`config.mk`:
```
export PLATFORM = sky130hd
export DESIGN_NAME = bcr_boot_seq
export DESIGN_NICKNAME = d
export VERILOG_FILES = /design/src/inc/bcr_pkg.sv /design/src/verilog/bcr_boot_seq.sv
export SDC_FILE = /design/constraint.sdc
export NUM_CORES = 1
export LEC_CHECK = 0
export BUFFER_PORTS_ARGS = -buffer_cell sky130_fd_sc_hd__clkbuf_2
export CAP_MARGIN = 20
export CORE_ASPECT_RATIO = 0.5
export CORE_MARGIN = 1.5
export CORE_UTILIZATION = 45
export CTS_CLUSTER_SIZE = 20
export DETAILED_ROUTE_END_ITERATION = 7
export PLACE_DENSITY = 0.76
export SYNTH_ARGS = -nofsm -noshare
export SYNTH_HDL_FRONTEND = slang
export SYNTH_SLANG_ARGS = --single-unit
export TNS_END_PERCENT = 50
```
`constraint.sdc`:
```
create_clock -name core_clk_i -period 1.8 [get_ports core_clk_i]
set_input_delay 0 -clock core_clk_i [delete_from_list [all_inputs] [get_ports core_clk_i]]
set_output_delay 0 -clock core_clk_i [all_outputs]
set_load 0.03 [all_outputs]
```
`src/inc/bcr_pkg.sv`:
```
// bcr_pkg: constants and types shared by the boot clock/reset defaults block.
// assumes a single core clock derived from the internal rc oscillator.
`default_nettype none
package bcr_pkg;
  // ==========================================================================
  // sizes and defaults
  localparam int          BCR_NUM_PLL       = 2;
  localparam int          BCR_NUM_MOD       = 8;
  localparam int          BCR_DIV_W         = 4;
  localparam int          BCR_SYNC_STAGES   = 2;
  localparam logic [31:0] BCR_RESET_ADDR    = 32'h8000_0000;
  localparam logic [3:0]  BCR_DIV_BYPASS    = 4'h0;
  localparam logic        BCR_PLL_OFF       = 1'b0;
  localparam logic        BCR_GATE_OPEN     = 1'b1;
  localparam logic [1:0]  BCR_SRC_RC        = 2'h0;
  localparam logic [1:0]  BCR_SRC_PLL0      = 2'h1;
  localparam logic [1:0]  BCR_SRC_PLL1      = 2'h2;

  // ==========================================================================
  // configuration written by boot code
  typedef struct packed {
    logic [1:0]                       clk_src;
    logic [BCR_NUM_PLL-1:0]           pll_en;
    logic [BCR_NUM_MOD-1:0]           mod_gate;
    logic [BCR_NUM_MOD*BCR_DIV_W-1:0] mod_div;
  } bcr_cfg_type;

  typedef enum logic [1:0] {
    BCR_ST_POWER_WAIT,
    BCR_ST_SYNC,
    BCR_ST_RUN
  } bcr_state_type;
endpackage
`default_nettype wire

```
`src/verilog/bcr_boot_seq.sv`:
```
// bcr_boot_seq: holds the system in reset until power is stable, then
// releases it with default clock settings and a fixed fetch address.
// assumes power_ok_i is synchronous to core_clk_i (the rc oscillator clock).
//
// Operation
// - hold system reset while power unstable
// - default clock source is rc oscillator
// - all plls disabled at start-up
// - all module clock gates open at start-up
// - all dividers bypassed at start-up
// - fetch starts at fixed flash reset address
// - boot code may change plls, dividers, gates
`default_nettype none
module bcr_boot_seq
  import bcr_pkg::*;
(
  input  wire logic        core_clk_i,
  input  wire logic        resetn_i,
  input  wire logic        clk_en_i,
  input  wire logic        power_ok_i,
  input  wire logic        cfg_we_i,
  input  wire bcr_cfg_type cfg_i,
  output var  logic        sys_resetn_o,
  output var  logic        fetch_start_o,
  output var  logic [31:0] fetch_addr_o,
  output var  bcr_cfg_type cfg_o
);

  // ==========================================================================
  // defaults
  function automatic bcr_cfg_type default_cfg();
    bcr_cfg_type c;
    c.clk_src  = BCR_SRC_RC;
    c.pll_en   = {BCR_NUM_PLL{BCR_PLL_OFF}};
    c.mod_gate = {BCR_NUM_MOD{BCR_GATE_OPEN}};
    c.mod_div  = {BCR_NUM_MOD{BCR_DIV_BYPASS}};
    return c;
  endfunction

  // ==========================================================================
  // sequencer state and registered outputs
  //
  // three groups of state, each with its own next-value logic:
  //   power qualification - sequencer state and the stable-power filter
  //   reset and fetch     - system reset and the fetch launch pulse
  //   clock configuration - source, plls, module gates and dividers
  // the groups share their decode through the functions below, so any
  // change to when reset is released moves all three groups together.
  bcr_state_type              state;
  bcr_state_type              next_state;
  logic [BCR_SYNC_STAGES-1:0] sync;
  logic [BCR_SYNC_STAGES-1:0] next_sync;
  logic                       next_sys_resetn;
  logic                       next_fetch_start;
  logic [31:0]                next_fetch_addr;
  bcr_cfg_type                next_cfg;

  // ==========================================================================
  // shared decode

  // the filter is full once power has been good for every stage
  function automatic logic filter_full(
    input logic [BCR_SYNC_STAGES-1:0] stages
  );
    return stages[BCR_SYNC_STAGES-1];
  endfunction

  // release falls on the edge that leaves the filter with power still good
  function automatic logic release_due(
    input bcr_state_type              st,
    input logic [BCR_SYNC_STAGES-1:0] stages,
    input logic                       pwr_ok
  );
    return (st == BCR_ST_SYNC) && pwr_ok && filter_full(stages);
  endfunction

  // power lost while the system runs: reset drops on that same edge
  function automatic logic power_lost(
    input bcr_state_type st,
    input logic          pwr_ok
  );
    return (st == BCR_ST_RUN) && !pwr_ok;
  endfunction

  // boot code may only write once the system is out of reset; a write
  // during the filter is refused, and cfg_o keeps the defaults
  function automatic logic cfg_write_ok(
    input bcr_state_type st,
    input logic          pwr_ok,
    input logic          we
  );
    return (st == BCR_ST_RUN) && pwr_ok && we;
  endfunction

  // ==========================================================================
  // power qualification

  // a short count of stable cycles filters a glitchy power_ok; the cost
  // is a fixed release latency of the filter length plus two edges
  always_comb begin
    next_state = state;
    next_sync  = sync;
    case (state)
      BCR_ST_POWER_WAIT: begin
        next_sync = '0;
        if (power_ok_i) begin
          next_state = BCR_ST_SYNC;
        end
      end
      BCR_ST_SYNC: begin
        next_sync = {sync[BCR_SYNC_STAGES-2:0], 1'b1};
        if (!power_ok_i) begin
          next_state = BCR_ST_POWER_WAIT;
        end else if (release_due(state, sync, power_ok_i)) begin
          next_state = BCR_ST_RUN;
        end
      end
      BCR_ST_RUN: begin
        if (power_lost(state, power_ok_i)) begin
          next_state = BCR_ST_POWER_WAIT;
        end
      end
      default: begin
        next_state = BCR_ST_POWER_WAIT;
        next_sync  = '0;
      end
    endcase
  end

  always_ff @(posedge core_clk_i) begin
    if (!resetn_i) begin
      state <= BCR_ST_POWER_WAIT;
      sync  <= '0;
    end else if (clk_en_i) begin
      state <= next_state;
      sync  <= next_sync;
    end
  end

  // ==========================================================================
  // reset and fetch

  // reset is only ever released from the filter state, so a power dip of
  // any length restarts the whole filter before the core may run again
  always_comb begin
    next_sys_resetn  = sys_resetn_o;
    next_fetch_start = 1'b0;
    next_fetch_addr  = fetch_addr_o;
    case (state)
      BCR_ST_POWER_WAIT: begin
        next_sys_resetn = 1'b0;
      end
      BCR_ST_SYNC: begin
        if (release_due(state, sync, power_ok_i)) begin
          next_sys_resetn  = 1'b1;
          next_fetch_start = 1'b1;
          next_fetch_addr  = BCR_RESET_ADDR;
        end
      end
      BCR_ST_RUN: begin
        if (power_lost(state, power_ok_i)) begin
          next_sys_resetn = 1'b0;
        end
      end
      default: begin
        next_sys_resetn = 1'b0;
      end
    endcase
  end

  // the fetch address never moves; it is registered so that the core
  // sees it settled in the same cycle as the launch pulse
  always_ff @(posedge core_clk_i) begin
    if (!resetn_i) begin
      sys_resetn_o  <= 1'b0;
      fetch_start_o <= 1'b0;
      fetch_addr_o  <= BCR_RESET_ADDR;
    end else if (clk_en_i) begin
      sys_resetn_o  <= next_sys_resetn;
      fetch_start_o <= next_fetch_start;
      fetch_addr_o  <= next_fetch_addr;
    end
  end

  // ==========================================================================
  // clock configuration

  // defaults are forced for as long as reset is held, so boot code always
  // starts from the same clock tree whatever ran before a power loss
  always_comb begin
    next_cfg = cfg_o;
    case (state)
      BCR_ST_POWER_WAIT: begin
        next_cfg = default_cfg();
      end
      BCR_ST_SYNC: begin
        next_cfg = cfg_o;
      end
      BCR_ST_RUN: begin
        if (power_lost(state, power_ok_i)) begin
          next_cfg = default_cfg();
        end else if (cfg_write_ok(state, power_ok_i, cfg_we_i)) begin
          next_cfg = cfg_i;
        end
      end
      default: begin
        next_cfg = default_cfg();
      end
    endcase
  end

  // writes carry no acknowledge; a refused write leaves no trace
  always_ff @(posedge core_clk_i) begin
    if (!resetn_i) begin
      cfg_o <= default_cfg();
    end else if (clk_en_i) begin
      cfg_o <= next_cfg;
    end
  end

endmodule
`default_nettype wire

```
==> summary.log, run 1 <==
[pwr] power density relative to cell area 685 nW/um2
[floorplanning] Placement Rows 18
[critical_path] CP max-delay cell sky130_fd_sc_hd__dfxtp_1
[sta] Layout Skew 0.00775 ns
[logic_synthesis] distinct cell type count of the synthesized netlist 26
[floorplanning] floorplan die area 5700 um2
[cts] clock tree from TritonCTS done
[critical_path] type of the worst setup path register to register
[critical_path] WP buf/inv 1
[critical_path] critical path cell sequence nor2b_1, a311o_2, buf_12, mux2i_1
[cts] Post-CTS Setup Inserts 0
[floorplanning] area of the core 4980 um2
[floorplanning] width of the die 105 um
[sta] final worst hold slack 0.0203 ns
[route] total wire length 5520 um
[grt] antenna violations before repair 0
[route] DRC viols 0
[critical_path] data required time at the worst endpoint 2.03 ns
[cts] root cell of the clock tree sky130_fd_sc_hd__clkbuf_8
[pwr] standby leakage power 1.56 nW
[critical_path] element type at the critical path end register
[sta] fmax 657 MHz
[route] average wire length per cell after detail routing 11.9 um
[sta] Period minus WS final 1.52 ns
[logic_synthesis] top_reg_cell synth sky130_fd_sc_hd__dfxtp_1
[route] first drt pass iteration count 4
[logic_synthesis] share of synthesized flip-flops with an asynchronous set or reset 0%
[pwr] IR Drop Worst-Case VDD 0.000379 V
[sta] Hold Fails Final Rpt 0
[floorplanning] I/O pin count 127
[cts] number of buffers created by CTS 5
[critical_path] biggest fanout along the worst timing path 35
[worst_hold_path] class of the tightest hold or removal check input port to register
[route] total vias in the final route 2087
[cts] CTS clock-pin slew for the worst setup and hold paths 0.10 ns
[cts] clock buffer depth 2
[final_layout] Layout Nets 442
[sta] total setup violations reported at the end of the flow 0
[route] average via count per standard cell 4.50
[status] outcome finished, final reports clean
[sta] ratio of final minimum period to clock period 84.6%
[logic_synthesis] leading cell type by number of instances after synthesis sky130_fd_sc_hd__nand2_1
[logic_synthesis] post-synthesis register bit count 50
[final_layout] area grow syn2layout 38.2%
[grt] combined global-route utilization of all metal layers 19.7%
[route] DR iter-0 viols 64
[sta] setup total negative slack 0 ns
[cts] count of clock tree sinks 50
[logic_synthesis] largest area contributor in the netlist sky130_fd_sc_hd__dfxtp_1
[placed_design] half-perimeter wire length after detailed placement 3480 um
[logic_synthesis] post-synth top area share 42.5%
[logic_synthesis] total of warnings raised by yosys 0
[critical_path] Worst setup SP type register
[floorplanning] vertical extent of the die 54.2 um
[logic_synthesis] sequential element share of the synthesized area 42.5%
[logic_synthesis] count of flip-flops with a built-in enable after synthesis 0
[critical_path] peak per-stage delay on the critical path 0.42 ns
[placed_design] Buffers on Ports 94
[sta] final-report max-slew violation count 0
[grt] first-pass GRT wire length 8790 um
[critical_path] data arrival time of the critical path 1.75 ns
[grt] total overflow reported by the global router 0
[cts] clock latency on the worst-skew pair 0.30 ns
[grt] maximum number of pins on one net before global-route repair 36
[sta] RSZ-0062 raised after global routing no
[logic_synthesis] Area contributors post-synth sky130_fd_sc_hd__dfxtp_1 (43%), sky130_fd_sc_hd__mux2i_1 (19%), sky130_fd_sc_hd__nand2_1 (12%), sky130_fd_sc_hd__buf_4 (10%), sky130_fd_sc_hd__buf_12 (3.4%)
[logic_synthesis] cell count after synthesis 261
[route] remaining antenna violation count 0
[cts] quantity of hold-fixing buffers added after cts 44
[final_layout] number of antenna repair diodes 0
[logic_synthesis] average footprint of a synthesized cell 9.02 um2
[grt] vias in the first global route 1974
[logic_synthesis] Synth top cells by count sky130_fd_sc_hd__nand2_1 (77), sky130_fd_sc_hd__dfxtp_1 (50), sky130_fd_sc_hd__mux2i_1 (44)
[cts] number of levels in the clock H-tree 2
[placed_design] Final Wtd Congestion 0.734
[logic_synthesis] netlist area before placement 2350 um2
[floorplanning] Initial Utilization 47.3%
[run] maximum capacitance violations 0
[critical_path] family with the most delay on the worst path flip-flops
[final_layout] layout cells sized above 1 27.7%
[cts] post-cts resize count 0
==> tightest hold or removal path: stages <==
cell,delay [ns]
sky130_fd_sc_hd__clkbuf_2,0.14
sky130_fd_sc_hd__nand3_1,0.09
sky130_fd_sc_hd__a21boi_1,0.05
==> placed cells by master (no fill, tap or decap), drive strengths merged, types with 2 or more instances in the layout <==
cell / count
a21boi: 4
buf: 5
clkbuf: 99
clkinv: 2
clkinvlp: 2
conb: 32
dfxtp: 50
dlygate4sd3: 44
mux2i: 44
nand2: 77
nand4b: 2
nor2: 9
nor2b: 11
o21a: 2
o21ai: 2
==> flip-flops by register name, indices dropped and copies added, names as in the netlist <==
signal / cells
sync: 2
cfg_o: 44
state: 2
fetch_start_o: 1
sys_resetn_o: 1
==> worst paths after layout <==
check              end  startpoint  cells past startpoint  slack, ns
max          cfg_o[29]    state[1]                      4       0.28
min            sync[1]    clk_en_i                      3       0.02
max reg2reg  cfg_o[29]    state[1]                      4       0.28
min reg2reg  cfg_o[22]   cfg_o[22]                      2       0.47
==> metrics by stage <==
stage	power (mW)	cells	cell area [um2]	worst slack, ns	utilization [%]
6_report	2.23	464	3250	0.277	65.4
5_1_grt	2.31	464	3250	0.154	65.4
4_1_cts	2.24	464	3250	0.292	65.4
3_5_place_dp	1.38	412	2700	0.305	54.2
3_3_place_gp	1.37	412	2700	0.413	54.2
2_1_floorplan	1.39	291	2470	0.447	-
==> cell type report <==
type / instances / area [um2]
inverter: 2 / 8.76
multi-input combinational: 191 / 1080
timing repair buffer: 143 / 961
tap: 70 / 87.6
sequential: 50 / 1000
clock inverter: 3 / 45.0
clock buffer: 5 / 68.8
fill: 393 / 1720
==> layer usage <==
metal	vias to the layer above	track usage, %	share of wire (%)
met1	962	21.4	40
met5	-	0	0
met4	0	8.45	1.5
met2	78	38.8	53
li1	1039	-	-
met3	8	4.48	5.5
==> where the power goes <==
group | total, mW | internal, mW | leakage (nW) | switching [mW]
Clock | 0.801 | 0.414 | 0.0504 | 0.387
Combinational | 0.320 | 0.141 | 1.11 | 0.179
Sequential | 1.11 | 1.11 | 0.403 | 0.00239
Total | 2.23 | 1.66 | 1.56 | 0.568
==> logic make-up after synthesis <==
logic type | Yosys count | share of synthesized area [%]
other | 2 | 0.319
buffers and inverters | 50 | 16.4
AO/OA/AOI/OAI | 12 | 3.51
multiplexers | 44 | 18.7
AND/OR/NAND/NOR | 103 | 18.6
flip-flops | 50 | 42.5
Note: power is estimated with default switching activity, not from simulation.
==> run 2, diff against run 1 <==
CORE_UTILIZATION = 40   (was 45)
PLACE_DENSITY = 0.72   (was 0.76)
clock period = 1.35 ns   (was 1.8 ns; I/O delays follow)
==> run 2 against run 1 <==
Net effect: critical path depth unchanged; largest cell class unchanged; via count is 2.7% higher; first-iteration DRC count is 22% higher; register-to-register slack got worse by 0.31 ns; die area up 12%; non-clock buffer count grew 5; count of clock-buffer cells in the layout is 2 higher; critical endpoint is now cfg_o[41]; cell count grew 1.7%; the flow now finishes with violations (negative setup slack); largest power group unchanged; core utilization is 5.1 points lower; power increased by 44%; maximum frequency rose by 10%; combinational power rose by 41%.
==> summary.log, run 2 (synthesis results as in run 1) <==
[worst_hold_path] class of the tightest hold or removal check input port to register
[pwr] combinational share of power 14.1%
[sta] fmax 724 MHz
[floorplanning] floorplan die area 6380 um2
[cts] root cell of the clock tree sky130_fd_sc_hd__clkbuf_16
[sta] ratio of final minimum period to clock period 102%
[pwr] power density relative to cell area 951 nW/um2
[route] remaining antenna violation count 0
[sta] final-report max-slew violation count 0
[floorplanning] Initial Utilization 42.2%
[floorplanning] Placement Rows 19
[floorplanning] vertical extent of the die 57.3 um
[sta] Period minus WS final 1.38 ns
[critical_path] CP max-delay cell sky130_fd_sc_hd__a311o_2
[sta] Worst Slack Setup Final -0.0313 ns
[critical_path] startpoint of the worst setup timing path state[1]
[pwr] total power 3.20 mW
[final_layout] number of antenna repair diodes 0
[pwr] IR Drop Worst-Case VDD 0.000752 V
[sta] Layout Skew 0.00348 ns
[cts] clock latency on the worst-skew pair 0.28 ns
[critical_path] end point of the critical path cfg_o[41]
[route] first drt pass iteration count 4
[cts] number of levels in the clock H-tree 2
[cts] clock buffer depth 2
[critical_path] Worst setup SP type register
[pwr] Psw 787 uW
[status] violations in the final reports negative setup slack
[cts] clock tree from TritonCTS done
[critical_path] Reg-to-Reg Start state[1]
[status] outcome finished, violations left
[grt] combined global-route utilization of all metal layers 17.9%
[sta] RSZ-0062 raised after global routing yes
[critical_path] critical path cell sequence nor2b_2, a311o_2, clkbuf_16, mux2i_1
[cts] number of buffers created by CTS 5
[final_layout] Reg with most FFs cfg_o
[pwr] Sw Share 24.6%
[grt] vias in the first global route 1984
[critical_path] slack of the worst reg-to-reg path -0.03 ns
[pwr] proportion of power drawn by the clock network 39.7%
[grt] total overflow reported by the global router 0
[final_layout] Sequential cell area 1000 um2
[route] DRC viols 0
[critical_path] Reg2Reg Depth 4
[critical_path] data required time at the worst endpoint 1.52 ns
[final_layout] Largest register FFs 44
[sta] Hold Fails Final Rpt 0
[route] total wire length 5710 um
[final_layout] layout cells sized above 1 29.3%
[grt] antenna violations before repair 0
[final_layout] Layout Nets 447
[final_layout] most common cell after layout, fill and taps aside sky130_fd_sc_hd__clkbuf_2
[final_layout] largest registers in the final layout cfg_o x44, state x2, sync x2
[critical_path] element type at the critical path end register
[grt] maximum number of pins on one net before global-route repair 35
[pwr] sequential fraction of design power 46.2%
[cts] count of clock tree sinks 50
[final_layout] area grow syn2layout 43.0%
[placed_design] half-perimeter wire length after detailed placement 3670 um
[critical_path] biggest fanout along the worst timing path 17
[sta] setup total negative slack -0.478 ns
[critical_path] data arrival time of the critical path 1.56 ns
[pwr] internal cell power 2.42 mW
[sta] final worst hold slack 0.00999 ns
[route] total vias in the final route 2143
[placed_design] Final Wtd Congestion 0.748
[grt] first-pass GRT wire length 9050 um
[final_layout] Filler Cells Inserted 458
[run] maximum capacitance violations 0
[cts] CTS clock-pin slew for the worst setup and hold paths 0.07 ns
[sta] total setup violations reported at the end of the flow 22
[critical_path] peak per-stage delay on the critical path 0.43 ns
[floorplanning] I/O pin count 127
[pwr] standby leakage power 1.62 nW
[floorplanning] width of the die 112 um
[placed_design] Buffers on Ports 94
[final_layout] multi-input combinational cell area 1090 um2
[route] average via count per standard cell 4.54
[critical_path] capturing point of the worst reg2reg path cfg_o[41]
[route] average wire length per cell after detail routing 12.1 um
[route] DR iter-0 viols 78
[critical_path] type of the worst setup path register to register
[final_layout] leading cell types in the layout, fill and taps excluded sky130_fd_sc_hd__clkbuf_2 (94), sky130_fd_sc_hd__nand2_1 (77), sky130_fd_sc_hd__dfxtp_1 (49)
[floorplanning] area of the core 5590 um2
[run 2: changes by cell type in the layout (fill, tap and decap cells not counted), moves of 2 or more]
cell,change
sky130_fd_sc_hd__clkbuf_16,+6
sky130_fd_sc_hd__clkbuf_8,-4
sky130_fd_sc_hd__buf_4,+3
sky130_fd_sc_hd__clkinvlp_4,-2
[run 2: worst min path at each step]
stage                      to  cells after the start      start
floorplan            cfg_o[0]                      2   cfg_i[0]
global placement    cfg_o[15]                      3  cfg_i[15]
detailed placement   cfg_o[2]                      3   cfg_i[2]
CTS                 cfg_o[35]                      3  cfg_i[35]
global route        cfg_o[35]                      3  cfg_i[35]
finish              cfg_o[35]                      3  cfg_i[35]
[run 2: stage by stage]
step / utilization, % / instance area (um2) / setup WS (ns) / cells
6_report: 60.3 / 3370 / -0.0313 / 472
5_1_grt: 60.3 / 3370 / -0.0718 / 472
4_1_cts: 59.7 / 3340 / -0.0121 / 471
3_5_place_dp: 49.3 / 2760 / -0.00497 / 420
3_3_place_gp: 49.3 / 2760 / 0.0447 / 420
2_1_floorplan: - / 2470 / 0.00995 / 291
[run 2: final cells by class]
class | count | share of cell area [%]
tap | 73 | 2.71
inverter | 2 | 0.260
clock inverter | 1 | 0.149
multi-input combinational | 191 | 32.3
timing repair buffer | 148 | 30.6
clock buffer | 7 | 4.23
sequential | 50 | 29.8
[run 2: critical path: cells and delay by family, from the launching register on]
family                 cells  cell delay [ns]
buffers and inverters      1             0.22
AND/OR/NAND/NOR            1             0.15
AO/OA/AOI/OAI              1             0.43
multiplexers               1             0.13
flip-flops                 1             0.33
[run 2: what timing repair did]
| item | CTS | global route |
|---|---|---|
| setup buffers | 0 | 0 |
| gates resized for setup | 1 | 2 |
| setup endpoints to repair | 9 | 44 |
| endpoints found under the hold margin | 43 | 0 |
| hold buffers | 43 | 0 |
| gates cloned | 0 | 1 |
| pin swaps | 0 | 0 |
[run 2: power groups by stage]
stage	sequential [mW]	clock (mW)	combinational, mW
after floorplan	1.51	0	0.335
after global placement	1.51	0	0.326
after detailed placement	1.51	0	0.330
after CTS	1.48	1.30	0.428
after global routing	1.48	1.39	0.477
final	1.48	1.27	0.451
[run 2: layer usage]
layer  vias up  share of wire [%]  GRT usage (%)
met5         -                  0              0
met4         0                2.2           6.69
met3        10                5.5           4.89
met2        90                 51           33.0
met1       998                 41           20.4
li1       1045                  -              -
==> run 3, diff against run 2 <==
MAX_ROUTING_LAYER = met4   (was unset)
==> run 3 against run 2 <==
Net effect: the flow still finishes with violations (negative setup slack); maximum frequency is essentially flat; worst hold slack is essentially flat; die area is the same; count of clock-buffer cells in the layout is the same; cell count is the same; via count shrank 0.84%; clock skew is essentially flat; wire length shrank 0.25%.
==> summary.log, run 3 (synthesis results as in run 1) <==
[status] outcome finished, violations left
[status] violations in the final reports negative setup slack
[cts] root cell of the clock tree sky130_fd_sc_hd__clkbuf_16
[route] remaining antenna violation count 0
[final_layout] layout cells sized above 1 29.3%
[sta] final worst hold slack 0.0104 ns
[floorplanning] width of the die 112 um
[critical_path] critical path cell sequence nor2b_2, a311o_2, clkbuf_16, mux2i_1
[worst_hold_path] hold worst-path end cfg_o[35]
[final_layout] area grow syn2layout 43.0%
[placed_design] Final Wtd Congestion 0.758
[sta] fmax 723 MHz
[critical_path] Worst setup SP type register
[grt] maximum number of pins on one net before global-route repair 35
[run] maximum capacitance violations 0
[final_layout] Layout Nets 447
[cts] clock buffer depth 2
[critical_path] peak per-stage delay on the critical path 0.43 ns
[floorplanning] Placement Rows 19
[final_layout] Reg with most FFs cfg_o
[grt] total overflow reported by the global router 0
[cts] count of clock tree sinks 50
[grt] vias in the first global route 1981
[critical_path] slack of the worst reg-to-reg path -0.03 ns
[worst_hold_path] class of the tightest hold or removal check input port to register
[critical_path] element type at the critical path end register
[placed_design] Buffers on Ports 94
[route] DRC viols 0
[sta] final-report max-slew violation count 0
[cts] clock latency on the worst-skew pair 0.28 ns
[final_layout] leading cell types in the layout, fill and taps excluded sky130_fd_sc_hd__clkbuf_2 (94), sky130_fd_sc_hd__nand2_1 (77), sky130_fd_sc_hd__dfxtp_1 (49)
[floorplanning] Initial Utilization 42.2%
[sta] Layout Skew 0.00344 ns
[cts] clock tree from TritonCTS done
[grt] combined global-route utilization of all metal layers 18.5%
[worst_hold_path] hold path startpoint cfg_i[35]
[floorplanning] I/O pin count 127
[critical_path] CP max-delay cell sky130_fd_sc_hd__a311o_2
[critical_path] type of the worst setup path register to register
[route] average wire length per cell after detail routing 12.1 um
[critical_path] startpoint of the worst setup timing path state[1]
[route] average via count per standard cell 4.50
[final_layout] most common cell after layout, fill and taps aside sky130_fd_sc_hd__clkbuf_2
[floorplanning] area of the core 5590 um2
[critical_path] biggest fanout along the worst timing path 17
[cts] Post-CTS Setup Inserts 0
[critical_path] Reg-to-Reg Start state[1]
[floorplanning] floorplan die area 6380 um2
[cts] number of buffers created by CTS 5
[floorplanning] vertical extent of the die 57.3 um
[route] total wire length 5690 um
[worst_hold_path] hold depth 3
[sta] Period minus WS final 1.38 ns
[sta] RSZ-0062 raised after global routing yes
[final_layout] number of antenna repair diodes 0
[grt] first-pass GRT wire length 9050 um
[pwr] IR Drop Worst-Case VDD 0.000752 V
[pwr] total power 3.20 mW
[cts] CTS clock-pin slew for the worst setup and hold paths 0.07 ns
[route] first drt pass iteration count 4
[placed_design] half-perimeter wire length after detailed placement 3670 um
[critical_path] capturing point of the worst reg2reg path cfg_o[41]
[pwr] standby leakage power 1.62 nW
[pwr] power density relative to cell area 951 nW/um2
[final_layout] Largest register FFs 44
[sta] Worst Slack Setup Final -0.0326 ns
[route] total vias in the final route 2125
[critical_path] data required time at the worst endpoint 1.52 ns
[final_layout] fin util 60.3%
[sta] total setup violations reported at the end of the flow 22
[final_layout] largest registers in the final layout cfg_o x44, state x2, sync x2
[route] DR iter-0 viols 76
[sta] ratio of final minimum period to clock period 102%
[sta] Hold Fails Final Rpt 0
[grt] antenna violations before repair 0
[critical_path] Reg2Reg Depth 4
[critical_path] data arrival time of the critical path 1.56 ns
[sta] setup total negative slack -0.474 ns
[cts] number of levels in the clock H-tree 2
==> run 3: cell counts in the layout (fill, tap and decap cells not counted) <==
No cell type changed its count.
==> run 3: layout make-up <==
type                    instances  area, um2
fillers                       458       2220
multi-input cells             191       1090
repair buffers                148       1030
flip-flops and latches         50       1000
clock buffers                   7        143
well taps                      73       91.3
inverters                       2       8.76
clock inverters                 1       5.00
==> run 3: stage by stage <==
stage	setup slack (ns)	std cells	cell area, um2
after floorplan	0.00995	291	2470
after global placement	0.0447	420	2760
after detailed placement	-0.00497	420	2760
after CTS	-0.0121	471	3340
after global routing	-0.0718	472	3370
final	-0.0326	472	3370
==> run 3: how the worst max path moves through the flow <==
stage,depth (start not counted),endpoint,slack [ns]
2_1_floorplan,5,cfg_o[32],0.01
3_3_place_gp,4,cfg_o[14],0.04
3_5_place_dp,4,cfg_o[25],-0.005
4_1_cts,4,cfg_o[21],-0.01
5_1_grt,4,cfg_o[14],-0.07
6_report,4,cfg_o[41],-0.03
==> run 3: repair_timing <==
| item | 4_1_cts | 5_1_grt |
|---|---|---|
| gates cloned | 0 | 1 |
| hold buffers | 43 | 0 |
| gates resized for setup | 1 | 2 |
| setup endpoints to repair | 9 | 44 |
| hold endpoints to repair | 43 | 0 |
==> run 3: metal layers <==
layer  part of all wire, %  vias up  global-route usage [%]
met5                     0        -                       -
met4                   2.2        0                    6.69
met3                   5.6       10                    4.89
met2                    51       88                    33.0
met1                    41      982                    20.4
li1                      -     1045                       -
==> run 3: worst max-delay path, delay by kind of cell (launching register included) <==
kind,cells,cell delay (ns)
flip-flops,1,0.33
buffers and inverters,1,0.22
multiplexers,1,0.13
AO/OA/AOI/OAI,1,0.43
AND/OR/NAND/NOR,1,0.15
==> run 3: report_power, final <==
group          total, mW  internal [mW]  leakage (nW)  switching, mW
clock               1.27          0.736        0.0739          0.537
sequential          1.48           1.48         0.404        0.00173
combinational      0.451          0.202          1.14          0.249
total               3.20           2.42          1.62          0.787
